<file path="config.mk">
export PLATFORM = sky130hd
export DESIGN_NAME = axis_positioning_control
export DESIGN_NICKNAME = d
export VERILOG_FILES = /design/src/rtl/axis_pkg.sv /design/src/rtl/pin_sync.sv /design/src/rtl/rise_detect.sv /design/src/rtl/axis_positioning_control.sv
export SDC_FILE = /design/constraint.sdc
export NUM_CORES = 1
export LEC_CHECK = 0
export BUFFER_PORTS_ARGS = -buffer_cell sky130_fd_sc_hd__buf_2
export CELL_PAD_IN_SITES_DETAIL_PLACEMENT = 1
export CELL_PAD_IN_SITES_GLOBAL_PLACEMENT = 2
export CORE_ASPECT_RATIO = 0.5
export CORE_MARGIN = 4
export CORE_UTILIZATION = 42
export DETAILED_ROUTE_END_ITERATION = 12
export PLACE_DENSITY_LB_ADDON = 0.1
export SYNTH_ARGS = -nofsm -noshare
export SYNTH_HDL_FRONTEND = slang
export SYNTH_SLANG_ARGS = --single-unit
</file>
<file path="constraint.sdc">
create_clock -name core_clk -period 7.85 [get_ports core_clk]
set_clock_uncertainty 0.15 [all_clocks]
set_input_delay 1.57 -clock core_clk [delete_from_list [all_inputs] [get_ports core_clk]]
set_output_delay 1.57 -clock core_clk [all_outputs]
set_load 0.05 [all_outputs]
</file>
<file path="src/rtl/axis_pkg.sv">
// Purpose: Shared constants and carrier types of the single-axis positioning controller.
// Assumes: APB register map with 32-bit aligned words; 125 MHz core clock.
// Notes: Functional notes follow.
//
// Functional notes
// - Motion and synchronization work only while enable is 1; position counting goes on regardless.
// - Target position is a full-range signed 32-bit value.
// - Position counter has no limit check and wraps at both ends.
// - Home value is a signed 32-bit point loaded only on synchronization.
// - Stop lead distance is an unsigned 16-bit gap before the target.
// - Converter speed output is full scale times (256 - code) / 256.
// - Contactor drive: code zero drives rapid only, else creep only.
// - Jog is started and run by jog selects together with move trigger.
// - A positioning move starts on a rising edge of move trigger.
// - Rising edge of software home trigger loads home value as position.
// - Hardware home arm selects and enables home switch synchronization.
// - ok flag is 1 after error-free execution, else 0.
// - Current position is shown continuously as a signed 32-bit value.
// - motion idle is 0 while moving; new moves accepted only when 1.
// - Move ends at the switch-off point or on abort, then idle is set.
// - home switch seen is set when hardware synchronization happens.
// - Without synchronization, positioning is refused and only jog runs.
// - Software sync needs idle at the edge and then sets position synced.
// - Hardware sync needs arm, switch rise and matching direction at next pulse.
// - Contactor drive uses creep, rapid, backward and forward outputs.
package axis_pkg;

   // Register byte offsets.
   localparam logic [7:0] OFS_CTRL   = 8'h00;
   localparam logic [7:0] OFS_TARGET = 8'h04;
   localparam logic [7:0] OFS_HOME   = 8'h08;
   localparam logic [7:0] OFS_LEAD   = 8'h0C;
   localparam logic [7:0] OFS_SPEED  = 8'h10;
   localparam logic [7:0] OFS_STATUS = 8'h14;
   localparam logic [7:0] OFS_POS    = 8'h18;

   // Analog full scale in output steps and largest legal code.
   localparam logic [8:0] SPEED_FULL = 9'h100;
   localparam logic [7:0] CODE_MAX   = 8'hFE;

   // Values after reset.
   localparam logic [31:0] RST_WORD = 32'h0000_0000;

   // Control bits written by software.
   typedef struct packed {
      logic home_dir_fwd;
      logic contactor;
      logic sw_home_trigger;
      logic move_trigger;
      logic jog_select_b;
      logic jog_select_a;
      logic hw_home_arm;
      logic enable;
   } ctrl_type;

   // Status bits read by software.
   typedef struct packed {
      logic [1:0] state;
      logic       position_synced;
      logic       home_switch_seen;
      logic       motion_idle;
      logic       ok_flag;
   } status_type;

   // Drive lines towards converter or contactors.
   typedef struct packed {
      logic [8:0] speed_level;
      logic       creep;
      logic       rapid;
      logic       backward;
      logic       forward;
   } drive_type;

   // Motion states, binary coded.
   typedef enum logic [1:0] {
      ST_IDLE = 2'b00,
      ST_POS  = 2'b01,
      ST_JOG  = 2'b10
   } state_type;

endpackage : axis_pkg

</file>
<file path="src/rtl/pin_sync.sv">
// Purpose: Two-stage synchroniser for a group of pin inputs.
// Assumes: Pins are asynchronous to core_clk.
// Notes: The first stage feeds only the second stage.
`timescale 1ns/100ps
module pin_sync #(
   parameter int WIDTH = 3
) (
   // Clock, reset and enable.
   input  wire logic             core_clk,
   input  wire logic             rst_n,
   input  wire logic             ce,
   // Pins in, synchronised levels out.
   input  wire logic [WIDTH-1:0] pin_in,
   output logic      [WIDTH-1:0] level_out
);

   logic [WIDTH-1:0] meta_r;

   // One two-flop chain per pin.
   for (genvar i = 0; i < WIDTH; i++)
   begin : g_bit
      always_ff @(posedge core_clk or negedge rst_n)
      begin
         if (!rst_n)
         begin
            meta_r[i]    <= 1'b0;
            level_out[i] <= 1'b0;
         end
         else if (ce)
         begin
            meta_r[i]    <= pin_in[i];
            level_out[i] <= meta_r[i];
         end
      end
   end

endmodule : pin_sync

</file>
<file path="src/rtl/rise_detect.sv">
// Purpose: Rising edge detection against the previous sampled value.
// Assumes: Inputs are already on core_clk.
// Notes: Sampling happens only on cycles where sample_en is high.
`timescale 1ns/100ps
module rise_detect #(
   parameter int WIDTH = 2
) (
   // Clock, reset and enable.
   input  wire logic             core_clk,
   input  wire logic             rst_n,
   input  wire logic             ce,
   // Sampling control and levels.
   input  wire logic             sample_en,
   input  wire logic [WIDTH-1:0] level_in,
   output logic      [WIDTH-1:0] rise_out
);

   logic [WIDTH-1:0] prev_r;
   logic [WIDTH-1:0] prev_nxt;

   // Take the new value while sampling; keep the previous value otherwise.
   always_comb
   begin
      prev_nxt = sample_en ? level_in : prev_r;
      rise_out = sample_en ? (level_in & ~prev_r) : '0;
   end

   // Register the sampled value.
   always_ff @(posedge core_clk or negedge rst_n)
   begin
      if (!rst_n)
         prev_r <= '0;
      else if (ce)
         prev_r <= prev_nxt;
   end

endmodule : rise_detect

</file>
<file path="src/rtl/axis_positioning_control.sv">
// Purpose: Single-axis positioning controller with APB registers.
// Assumes: Count pulse, count direction and home switch are async pins.
// Notes: Drive outputs serve a frequency converter or a contactor circuit.
//
// Added by the designer: the address map and the APB register port.
`timescale 1ns/100ps
module axis_positioning_control (
   // Clock, reset and clock enable.
   input  wire logic        core_clk,
   input  wire logic        rst_n,
   input  wire logic        ce,
   // APB slave.
   input  wire logic        psel,
   input  wire logic        penable,
   input  wire logic        pwrite,
   input  wire logic [7:0]  paddr,
   input  wire logic [31:0] pwdata,
   output logic      [31:0] prdata,
   output logic             pready,
   output logic             pslverr,
   // Encoder and home switch pins.
   input  wire logic        count_pulse,
   input  wire logic        count_dir_fwd,
   input  wire logic        home_switch,
   // Drive outputs.
   output logic      [8:0]  speed_level,
   output logic             creep_out,
   output logic             rapid_out,
   output logic             backward_out,
   output logic             forward_out
);

   axis_pkg::ctrl_type   ctrl_r;
   axis_pkg::ctrl_type   ctrl_nxt;
   axis_pkg::state_type  state_r;
   axis_pkg::state_type  state_nxt;
   axis_pkg::drive_type  drv_r;
   axis_pkg::drive_type  drv_nxt;
   logic signed [31:0]   target_r;
   logic signed [31:0]   target_nxt;
   logic signed [31:0]   home_r;
   logic signed [31:0]   home_nxt;
   logic [15:0]          lead_r;
   logic [15:0]          lead_nxt;
   logic [7:0]           code_r;
   logic [7:0]           code_nxt;
   logic signed [31:0]   pos_r;
   logic signed [31:0]   pos_nxt;
   logic                 synced_r;
   logic                 synced_nxt;
   logic                 seen_r;
   logic                 seen_nxt;
   logic                 err_r;
   logic                 err_nxt;
   logic                 fwd_r;
   logic                 fwd_nxt;
   logic                 pend_r;
   logic                 pend_nxt;
   logic [31:0]          rdata_r;
   logic [31:0]          rdata_nxt;
   logic [2:0]           pin_lvl;
   logic [2:0]           pin_rise;
   logic [2:0]           trig_rise;
   logic                 run;
   logic                 wr_en;
   logic                 addr_ok;
   logic                 jog_any;
   logic signed [31:0]   rem;
   logic                 at_stop;
   logic                 pulse;
   axis_pkg::status_type status;

   // Bus and execution qualifiers.
   assign run     = ctrl_r.enable;
   assign wr_en   = psel && penable && pwrite;
   assign pulse   = pin_rise[0];
   assign jog_any = ctrl_r.jog_select_a || ctrl_r.jog_select_b;

   // Pin synchronisers: pulse, direction, home switch.
   pin_sync #(
      .WIDTH (3)
   ) u_pins (
      .core_clk  (core_clk),
      .rst_n     (rst_n),
      .ce        (ce),
      .pin_in    ({home_switch, count_dir_fwd, count_pulse}),
      .level_out (pin_lvl)
   );

   // Pin edges are watched on every cycle.
   rise_detect #(
      .WIDTH (3)
   ) u_pin_edges (
      .core_clk  (core_clk),
      .rst_n     (rst_n),
      .ce        (ce),
      .sample_en (1'b1),
      .level_in  ({pin_lvl[2], 1'b0, pin_lvl[0]}),
      .rise_out  (pin_rise)
   );

   // Trigger edges are sampled only while executing.
   rise_detect #(
      .WIDTH (3)
   ) u_trig_edges (
      .core_clk  (core_clk),
      .rst_n     (rst_n),
      .ce        (ce),
      .sample_en (run),
      .level_in  ({ctrl_r.hw_home_arm, ctrl_r.sw_home_trigger,
                   ctrl_r.move_trigger}),
      .rise_out  (trig_rise)
   );

   // Remaining distance in the direction of travel.
   always_comb
   begin
      rem     = fwd_r ? (target_r - pos_r) : (pos_r - target_r);
      at_stop = rem <= $signed({16'h0000, lead_r});
   end

   // Address decode for the register map.
   always_comb
   begin
      case (paddr)
         axis_pkg::OFS_CTRL, axis_pkg::OFS_TARGET, axis_pkg::OFS_HOME, axis_pkg::OFS_LEAD,
         axis_pkg::OFS_SPEED, axis_pkg::OFS_STATUS, axis_pkg::OFS_POS:   addr_ok = 1'b1;
         default:             addr_ok = 1'b0;
      endcase
   end

   // Status word seen by software.
   always_comb
   begin
      status.state            = state_r;
      status.position_synced  = synced_r;
      status.home_switch_seen = seen_r;
      status.motion_idle      = (state_r == axis_pkg::ST_IDLE);
      status.ok_flag          = run && !err_r;
   end

   // Register writes in the access phase, read data capture in the setup phase.
   always_comb
   begin
      ctrl_nxt   = ctrl_r;
      target_nxt = target_r;
      home_nxt   = home_r;
      lead_nxt   = lead_r;
      code_nxt   = code_r;
      rdata_nxt  = rdata_r;
      if (wr_en)
      begin
         case (paddr)
            axis_pkg::OFS_CTRL:   ctrl_nxt = pwdata[7:0];
            axis_pkg::OFS_TARGET: target_nxt = pwdata;
            axis_pkg::OFS_HOME:   home_nxt = pwdata;
            axis_pkg::OFS_LEAD:   lead_nxt = pwdata[15:0];
            axis_pkg::OFS_SPEED:  code_nxt = pwdata[7:0];
            default:              ctrl_nxt = ctrl_r;
         endcase
      end
      if (psel && !penable)
      begin
         case (paddr)
            axis_pkg::OFS_CTRL:   rdata_nxt = {24'h00_0000, ctrl_r};
            axis_pkg::OFS_TARGET: rdata_nxt = target_r;
            axis_pkg::OFS_HOME:   rdata_nxt = home_r;
            axis_pkg::OFS_LEAD:   rdata_nxt = {16'h0000, lead_r};
            axis_pkg::OFS_SPEED:  rdata_nxt = {24'h00_0000, code_r};
            axis_pkg::OFS_STATUS: rdata_nxt = {26'h000_0000, status};
            axis_pkg::OFS_POS:    rdata_nxt = pos_r;
            default:              rdata_nxt = axis_pkg::RST_WORD;
         endcase
      end
   end

   // APB answer: zero wait states, error on unmapped address.
   assign pready  = 1'b1;
   assign pslverr = psel && penable && !addr_ok;
   assign prdata  = rdata_r;

   // Register file flops.
   always_ff @(posedge core_clk or negedge rst_n)
   begin
      if (!rst_n)
      begin
         ctrl_r   <= '0;
         target_r <= axis_pkg::RST_WORD;
         home_r   <= axis_pkg::RST_WORD;
         lead_r   <= 16'h0000;
         code_r   <= 8'h00;
         rdata_r  <= axis_pkg::RST_WORD;
      end
      else if (ce)
      begin
         ctrl_r   <= ctrl_nxt;
         target_r <= target_nxt;
         home_r   <= home_nxt;
         lead_r   <= lead_nxt;
         code_r   <= code_nxt;
         rdata_r  <= rdata_nxt;
      end
   end

   // Motion, position and synchronization next state.
   always_comb
   begin
      state_nxt  = state_r;
      pos_nxt    = pos_r;
      synced_nxt = synced_r;
      seen_nxt   = seen_r;
      err_nxt    = err_r;
      fwd_nxt    = fwd_r;
      pend_nxt   = pend_r;
      // Counting wraps freely at both ends.
      if (pulse)
         pos_nxt = pin_lvl[1] ? pos_r + 32'sd1 : pos_r - 32'sd1;
      // Arming clears the seen flag and any old pending edge.
      if (trig_rise[2])
      begin
         seen_nxt = 1'b0;
         pend_nxt = 1'b0;
      end
      if (!ctrl_r.hw_home_arm || !run)
         pend_nxt = 1'b0;
      else if (pin_rise[2])
         pend_nxt = 1'b1;
      // Direction check at the next counting pulse.
      if (pend_r && pulse && run && ctrl_r.hw_home_arm)
      begin
         pend_nxt = 1'b0;
         if (pin_lvl[1] == ctrl_r.home_dir_fwd)
         begin
            pos_nxt    = home_r;
            synced_nxt = 1'b1;
            seen_nxt   = 1'b1;
         end
      end
      case (state_r)
         axis_pkg::ST_IDLE:
         begin
            if (!run)
               state_nxt = axis_pkg::ST_IDLE;
            else if (trig_rise[1])
            begin
               pos_nxt    = home_r;
               synced_nxt = 1'b1;
            end
            else if (jog_any && ctrl_r.move_trigger)
            begin
               state_nxt = axis_pkg::ST_JOG;
               fwd_nxt   = ctrl_r.jog_select_b;
               err_nxt   = (code_r > axis_pkg::CODE_MAX);
            end
            else if (trig_rise[0] && !jog_any)
            begin
               if (!synced_r || code_r > axis_pkg::CODE_MAX)
                  err_nxt = 1'b1;
               else
               begin
                  state_nxt = axis_pkg::ST_POS;
                  fwd_nxt   = target_r > pos_r;
                  err_nxt   = 1'b0;
               end
            end
         end
         axis_pkg::ST_POS:
         begin
            if (!run || at_stop)
               state_nxt = axis_pkg::ST_IDLE;
         end
         axis_pkg::ST_JOG:
         begin
            if (!run || !ctrl_r.move_trigger || !jog_any)
               state_nxt = axis_pkg::ST_IDLE;
         end
         default: state_nxt = axis_pkg::ST_IDLE;
      endcase
   end

   // Drive lines follow the next motion state.
   always_comb
   begin
      drv_nxt = '0;
      if (state_nxt != axis_pkg::ST_IDLE)
      begin
         drv_nxt.forward  = fwd_nxt;
         drv_nxt.backward = !fwd_nxt;
         if (ctrl_r.contactor)
         begin
            drv_nxt.rapid = (code_r == 8'h00);
            drv_nxt.creep = (code_r != 8'h00);
         end
         else
            drv_nxt.speed_level = axis_pkg::SPEED_FULL - {1'b0, code_r};
      end
   end

   // Motion flops.
   always_ff @(posedge core_clk or negedge rst_n)
   begin
      if (!rst_n)
      begin
         state_r  <= axis_pkg::ST_IDLE;
         pos_r    <= axis_pkg::RST_WORD;
         synced_r <= 1'b0;
         seen_r   <= 1'b0;
         err_r    <= 1'b0;
         fwd_r    <= 1'b0;
         pend_r   <= 1'b0;
         drv_r    <= '0;
      end
      else if (ce)
      begin
         state_r  <= state_nxt;
         pos_r    <= pos_nxt;
         synced_r <= synced_nxt;
         seen_r   <= seen_nxt;
         err_r    <= err_nxt;
         fwd_r    <= fwd_nxt;
         pend_r   <= pend_nxt;
         drv_r    <= drv_nxt;
      end
   end

   // Drive pins come straight from flops.
   assign speed_level  = drv_r.speed_level;
   assign creep_out    = drv_r.creep;
   assign rapid_out    = drv_r.rapid;
   assign backward_out = drv_r.backward;
   assign forward_out  = drv_r.forward;
endmodule : axis_positioning_control

</file>
==> metrics.txt, run 1 <==
status=completed; Clock transition at path regs=about 0.1 ns; reg2reg start=pos_r[0]$_DFFE_PN0P_; Die Footprint=36500 um^2; CP Launch Type=register; design area=15400 um^2; # rows=46; Pint=around 2400 uW; Worst EP arrival=6.57 ns; Post-Syn Area=14000 um^2; unrepaired setup endpoints after global routing=false; initial drt markers=~1100; fin crit share=0.817; die width=~270 um; Crit path depth=21; hold slack final=roughly 0.33 ns; via count=12700; CTS tree=built; Sw Ratio=0.472; Buffers on Ports=between 90 and 100; CORE AREA=32200 um^2; Buf/Inv on CP=1; TritonRoute pass-1 iters=6; Post-Syn Area per Cell=8.92 um^2; yosys warns=0; Mapped Nets=~1700; crit path from=pos_r[0]$_DFFE_PN0P_; hpwl dp=40.6 mm; GPL Wtd Cong=0.932; Hold Crit Class=reg -> reg; clock sink total=between 150 and 200; TritonCTS Buffers=17; Post-CTS Setup Repair Bufs=0; synth-to-layout area growth=10.4%; Final min period=6.41 ns; slowest stage delay, CP=0.61 ns; overall power=~4500 uW; Finish-stage setup viols=0; post-cts sizing count=0; Critical R2R Capture=speed_level[3]$_DFFE_PN0P_; Power Dens Cells=292 nW/um^2; Comb power frac=0.512; share of cells above drive strength 1=0.181; largest net degree at the start of global routing=78; Setup TNS=0 ns; worst r2r path cells=21; NumNets Final=1776; sequential share of power=0.271; Post-DRT Antenna Nets=0; final WL=54.5 mm; Max clock buf depth=2; crit path max fanout=13; vias in the first global route=~13000; htree depth=4; total gr overflow=0; fmax=0.156 GHz; Crit Path Class=reg -> reg; post-synth cell types=84; slowest CP cell=o31ai_4; first-pass GRT wire length=82.7 mm; Final Max Tran Viols=0; MaxCap Viol Count=0; VDD IR max=0.150 mV; net switching power figure=2130 uW; io pins=96; CP endpoint=speed_level[3]$_DFFE_PN0P_; asr flop ratio synth=1.00; Clock Power Share=0.217; Die Y=137 um; drc violations=0; Crit. End Element=register; Post-synth top flop=dfrtp_1; clock insertion delay at the later pin of the skew report=~0.47 ns; EDFF count, synth=0; initial core utilization=0.434; Yosys reg bits=~190; post-DR vias/cell=6.17; r2r setup slk=1.44 ns; wire per inst=26.5 um; Pleak=0.00708 uW; Finished Core Util=0.479; critical path required time=8.01 ns; placed cell area=14800 um^2; share of the yosys chip area belonging to registers=0.342; Worst slew margin=0.212; Slew @ Worst Pin=1.18 ns; CP cell instances=inv_1 > ha_1 > fa_1 > nor2b_1 > o31ai_1 > a2bb2oi_1 > a21oi_1 > mux2_2 > xnor2_1 > ha_1 > nand2_1 > nor3_1 > a221o_1 > a21oi_1 > o21ai_0 > a2111oi_2 > nand4_1 > or4_1 > or4_4 > o31ai_4 > o32ai_1; cts hold-fix bufs=0; CP top delay family=compound AO/OA/AOI/OAI gates; root buffer cell=clkbuf_16; initial antenna violation count=1; GRT Total Usage=0.299; Final Hold Vio Count=0; Mapped Cells=1568
## placed cells by master, fill, tap and decap left out, drive strengths merged, types with 26 or more instances in the layout
master and count:
dfrtp 191, a21oi 146, nand2 137, mux2 126
o21ai 121, inv 120, ha 111, buf 109
nor2 106, xnor2 37, o22ai 30, a21o 26
## layout make-up
cell class	instances	area (um^2)
well taps	432	541
multi-input cells	1182	8460
flip-flops and latches	191	4780
repair buffers	110	599
fillers	3788	16800
clock buffers	17	425
diodes	2	5.00
clock inverters	15	226
inverters	111	417
## how the worst min path moves through the flow
stage	start	to	slack [ns]	depth (start not counted)
after detailed placement	prdata[0]$_DFFE_PN0P_	prdata[0]$_DFFE_PN0P_	0.32	1
final	prdata[24]$_DFFE_PN0P_	prdata[24]$_DFFE_PN0P_	0.33	2
after global routing	prdata[31]$_DFFE_PN0P_	prdata[31]$_DFFE_PN0P_	0.36	2
after CTS	prdata[24]$_DFFE_PN0P_	prdata[24]$_DFFE_PN0P_	0.33	2
after global placement	prdata[27]$_DFFE_PN0P_	prdata[27]$_DFFE_PN0P_	0.31	2
after floorplan	pend_r$_DFFE_PN0P_	pend_r$_DFFE_PN0P_	0.30	1
## cells by family after synthesis
| group | Yosys count | share of synthesized area |
|---|---|---|
| buf+inv | 195 | 0.0568 |
| xor+xnor | 54 | 0.0338 |
| flops | 191 | 0.342 |
| compound gates | 499 | 0.230 |
| mux | 136 | 0.109 |
| simple gates | 378 | 0.125 |
| fa+ha+maj | 114 | 0.104 |
| other cells | 1 | 0.000268 |
## flip-flops by register name (all words and copies together) (netlist names), 2 cells and up
register             count
u_trig_edges.prev_r      3
ctrl_r                   7
lead_r                  16
home_r                  32
prdata                  32
u_pin_edges.prev_r       2
pos_r                   32
state_r                  2
target_r                32
code_r                   8
u_pins.meta_r            3
speed_level              9
u_pins.level_out         3
## per-stage QoR
step / std cells / setup slack [ns]
floorplan: 1568 / 2.69
global placement: 2026 / 1.75
detailed placement: 2026 / 1.60
CTS: 2058 / 1.56
global route: 2058 / 1.09
finish: 2060 / 1.44
## routing by layer
| metal | wire length (um) | part of all wire | track usage |
|---|---|---|---|
| met1 | 25800 | 0.47 | 0.415 |
| met2 | 24800 | 0.45 | 0.493 |
| met3 | 2890 | 0.053 | 0.0521 |
| met4 | 1070 | 0.020 | 0.0708 |
| met5 | 13 | 0.00024 | 0 |
## tightest hold or removal path: stages, from the launching register on
cell	delay, ns
dfrtp_1	0.34
nand2_1	0.04
o21ai_0	0.06
## cell usage after synthesis, drive strengths merged, types with 6 or more instances
library cell | count | area (um^2)
o211ai | 12 | 90.1
xnor2 | 37 | 324
inv | 110 | 413
a31oi | 7 | 43.8
o21bai | 6 | 45.0
a211oi | 15 | 113
o22ai | 30 | 188
a21o | 26 | 195
o2bb2ai | 6 | 52.6
o21a | 13 | 97.6
dfrtp | 191 | 4780
nand4 | 23 | 144
mux2 | 126 | 1420
nor2 | 106 | 398
nand2 | 137 | 514
a21oi | 146 | 738
o21ai | 121 | 609
a22oi | 22 | 165
or3 | 7 | 43.8
xor2 | 17 | 149
o31ai | 9 | 81.3
ha | 111 | 1390
a2111oi | 8 | 76.3
mux2i | 10 | 100
nand3 | 19 | 95.1
and2 | 6 | 37.5
a21boi | 8 | 60.1
o32ai | 9 | 78.8
nor3 | 21 | 110
buf | 36 | 198
nor2b | 13 | 81.3
clkbuf | 48 | 180
nand2b | 14 | 87.6
nor4 | 9 | 56.3
a222oi | 14 | 140
## power by group through the flow
stage	Combinational, uW	Sequential [uW]	Clock (uW)
6_report	2310	1220	979
5_1_grt	2520	1240	1040
4_1_cts	2280	1220	993
3_3_place_gp	2200	1230	0
2_1_floorplan	1620	1180	0
3_5_place_dp	2250	1240	0
(Power assumes the default switching activity.)
==> run 2: changes to the inputs <==
ABC_AREA = 1   (was not set)
CORE_UTILIZATION = 32   (was 42)
clock period = 5.6 ns   (was 7.85 ns; I/O delays follow)
==> metrics.txt, run 2 <==
Final Max Tran Viols=0; Finish-stage setup viols=0; CP Launch Type=register; largest cells by area after synthesis=dfrtp_1, nand2_1, ha_1; crit path max fanout=13; Mapped Nets=2349; fmax=0.224 GHz; Final min period=4.47 ns; Storage cell area=about 4800 um^2; dpl ws=roughly 1.2 ns; Worst slew margin=0.211; synth cell count leaders=nand2_1, inv_1, o21ai_0; NumNets Final=~2400; status=completed; VDD IR max=0.294 mV; Mapped Cells=2186; clock sink total=191; TritonRoute pass-1 iters=5; Post-DRT Antenna Nets=0; Max clock buf depth=2; initial drt markers=1045; first-pass GRT wire length=95.2 mm; CTS tree=built; Post-CTS Setup Repair Bufs=0; EDFF count, synth=0; slowest CP cell=dfrtp_1; CP top delay family=simple AND/OR/NAND/NOR gates; cell with the most instances after synthesis=nand2_1; wire per inst=21.2 um; worst r2r path cells=27; unrepaired setup endpoints after global routing=false; critical path required time=5.82 ns; drc violations=0; Buf/Inv on CP=2; Pleak=0.00823 uW; hpwl dp=49.6 mm; GRT Total Usage=0.245; post-DR vias/cell=5.17; initial antenna violation count=0; post-synth top area share=0.323; Slew @ Worst Pin=around 1.2 ns; # rows=55; CORE AREA=45500 um^2; Crit. End Element=register; Crit path depth=27; Yosys reg bits=191; synth-to-layout area growth=12.2%; share of cells above drive strength 1=0.0841; fin cells=2898; post-cts sizing count=0; die width=around 310 um; share of the yosys chip area belonging to registers=0.323; Post-synth top flop=dfrtp_1; hold depth=2; Final Hold Vio Count=0; Buffers on Ports=94; io pins=96; Power Dens Cells=428 nW/um^2; MaxCap Viol Count=0; root buffer cell=clkbuf_16; htree depth=4; largest net degree at the start of global routing=between 100 and 150; slowest stage delay, CP=0.43 ns; Placed Cells incl. Taps=2866; asr flop ratio synth=1.00; initial core utilization=0.326; cts hold-fix bufs=0; Setup TNS=0 ns; Post-Syn Area=14800 um^2; final WL=around 62 mm; fin crit share=0.798; vias in the first global route=roughly 15000; yosys warns=0; TritonCTS Buffers=17; area leader, netlist=dfrtp_1; hold slack final=0.330 ns; Clock transition at path regs=0.09 ns; Crit Path Class=reg -> reg; CP dominant cell by count=nand2_1; commonest non-fill, non-tap cell in the layout=nand2_1; clock insertion delay at the later pin of the skew report=0.48 ns; Hold Crit Class=reg -> reg; Worst Setup Slack, final=1.13 ns; post-synth cell types=54; leading cell types in the layout, fill and taps excluded=nand2_1, inv_1, o21ai_0; Inserted Diodes=0; Worst EP arrival=4.69 ns; Die Footprint=50000 um^2; Die Y=160 um; area occupied by multi-input gates=8600 um^2; total gr overflow=0; Fillers=5841; GPL Wtd Cong=0.873; overall power=7100 uW; Post-Syn Area per Cell=6.78 um^2; via count=~15000
[run 2: layout make-up]
class	count	area share
multi-input cells	1615	0.518
flip-flops and latches	191	0.288
inverters	320	0.0723
well taps	627	0.0472
repair buffers	113	0.0382
clock buffers	17	0.0256
clock inverters	15	0.0112
[run 2: path summary, 6_finish.rpt]
kind / from / end / slack [ns]
worst max-delay path: pos_r[0]$_DFFE_PN0P_ / speed_level[7]$_DFFE_PN0P_ / 1.13
worst min-delay path: u_pins.meta_r[2]$_DFFE_PN0P_ / u_pins.level_out[2]$_DFFE_PN0P_ / 0.33
worst max register to register: pos_r[0]$_DFFE_PN0P_ / speed_level[7]$_DFFE_PN0P_ / 1.13
worst min register to register: u_pins.meta_r[2]$_DFFE_PN0P_ / u_pins.level_out[2]$_DFFE_PN0P_ / 0.33
max in group asynchronous: rst_n / code_r[0]$_DFFE_PN0P_ / 3.53
min in group asynchronous: rst_n / prdata[24]$_DFFE_PN0P_ / 0.62
[run 2: tightest hold or removal path, stage by stage, from the launching register on]
cell and delay [ns]:
dfrtp_1 0.35, nand2_1 0.05, nand2_1 0.05
[run 2: stage by stage]
stage | util | area, um^2
global placement | 0.352 | 16000
floorplan | - | 14800
finish | 0.365 | 16600
global route | 0.365 | 16600
CTS | 0.365 | 16600
detailed placement | 0.352 | 16000
[run 2: kinds of logic (layout without fill, tap and decap cells)]
family,Yosys count,count (layout),synth area share
AO/OA/AOI/OAI,477,477,0.183
flip-flops,191,191,0.323
buffers and inverters,380,465,0.0973
AND/OR/NAND/NOR,994,994,0.282
other,1,1,0.000253
adder cells (fa/ha/maj),114,114,0.0978
multiplexers,3,3,0.00211
XOR/XNOR,26,26,0.0154
[run 2: layer usage]
| metal | part of all wire | track usage | wire length [um] | up-vias |
|---|---|---|---|---|
| met1 | 0.51 | 0.362 | 31100 | 7368 |
| met2 | 0.44 | 0.387 | 27200 | 246 |
| met5 | 0 | 0 | 0 | - |
| li1 | - | - | - | 7320 |
| met4 | 0.013 | 0.0419 | 819 | 0 |
| met3 | 0.038 | 0.0318 | 2350 | 48 |
[run 2: power by group]
group	total [uW]	switching [uW]	internal, uW
Clock	1320	713	612
Sequential	1660	158	1500
Combinational	4120	2840	1280
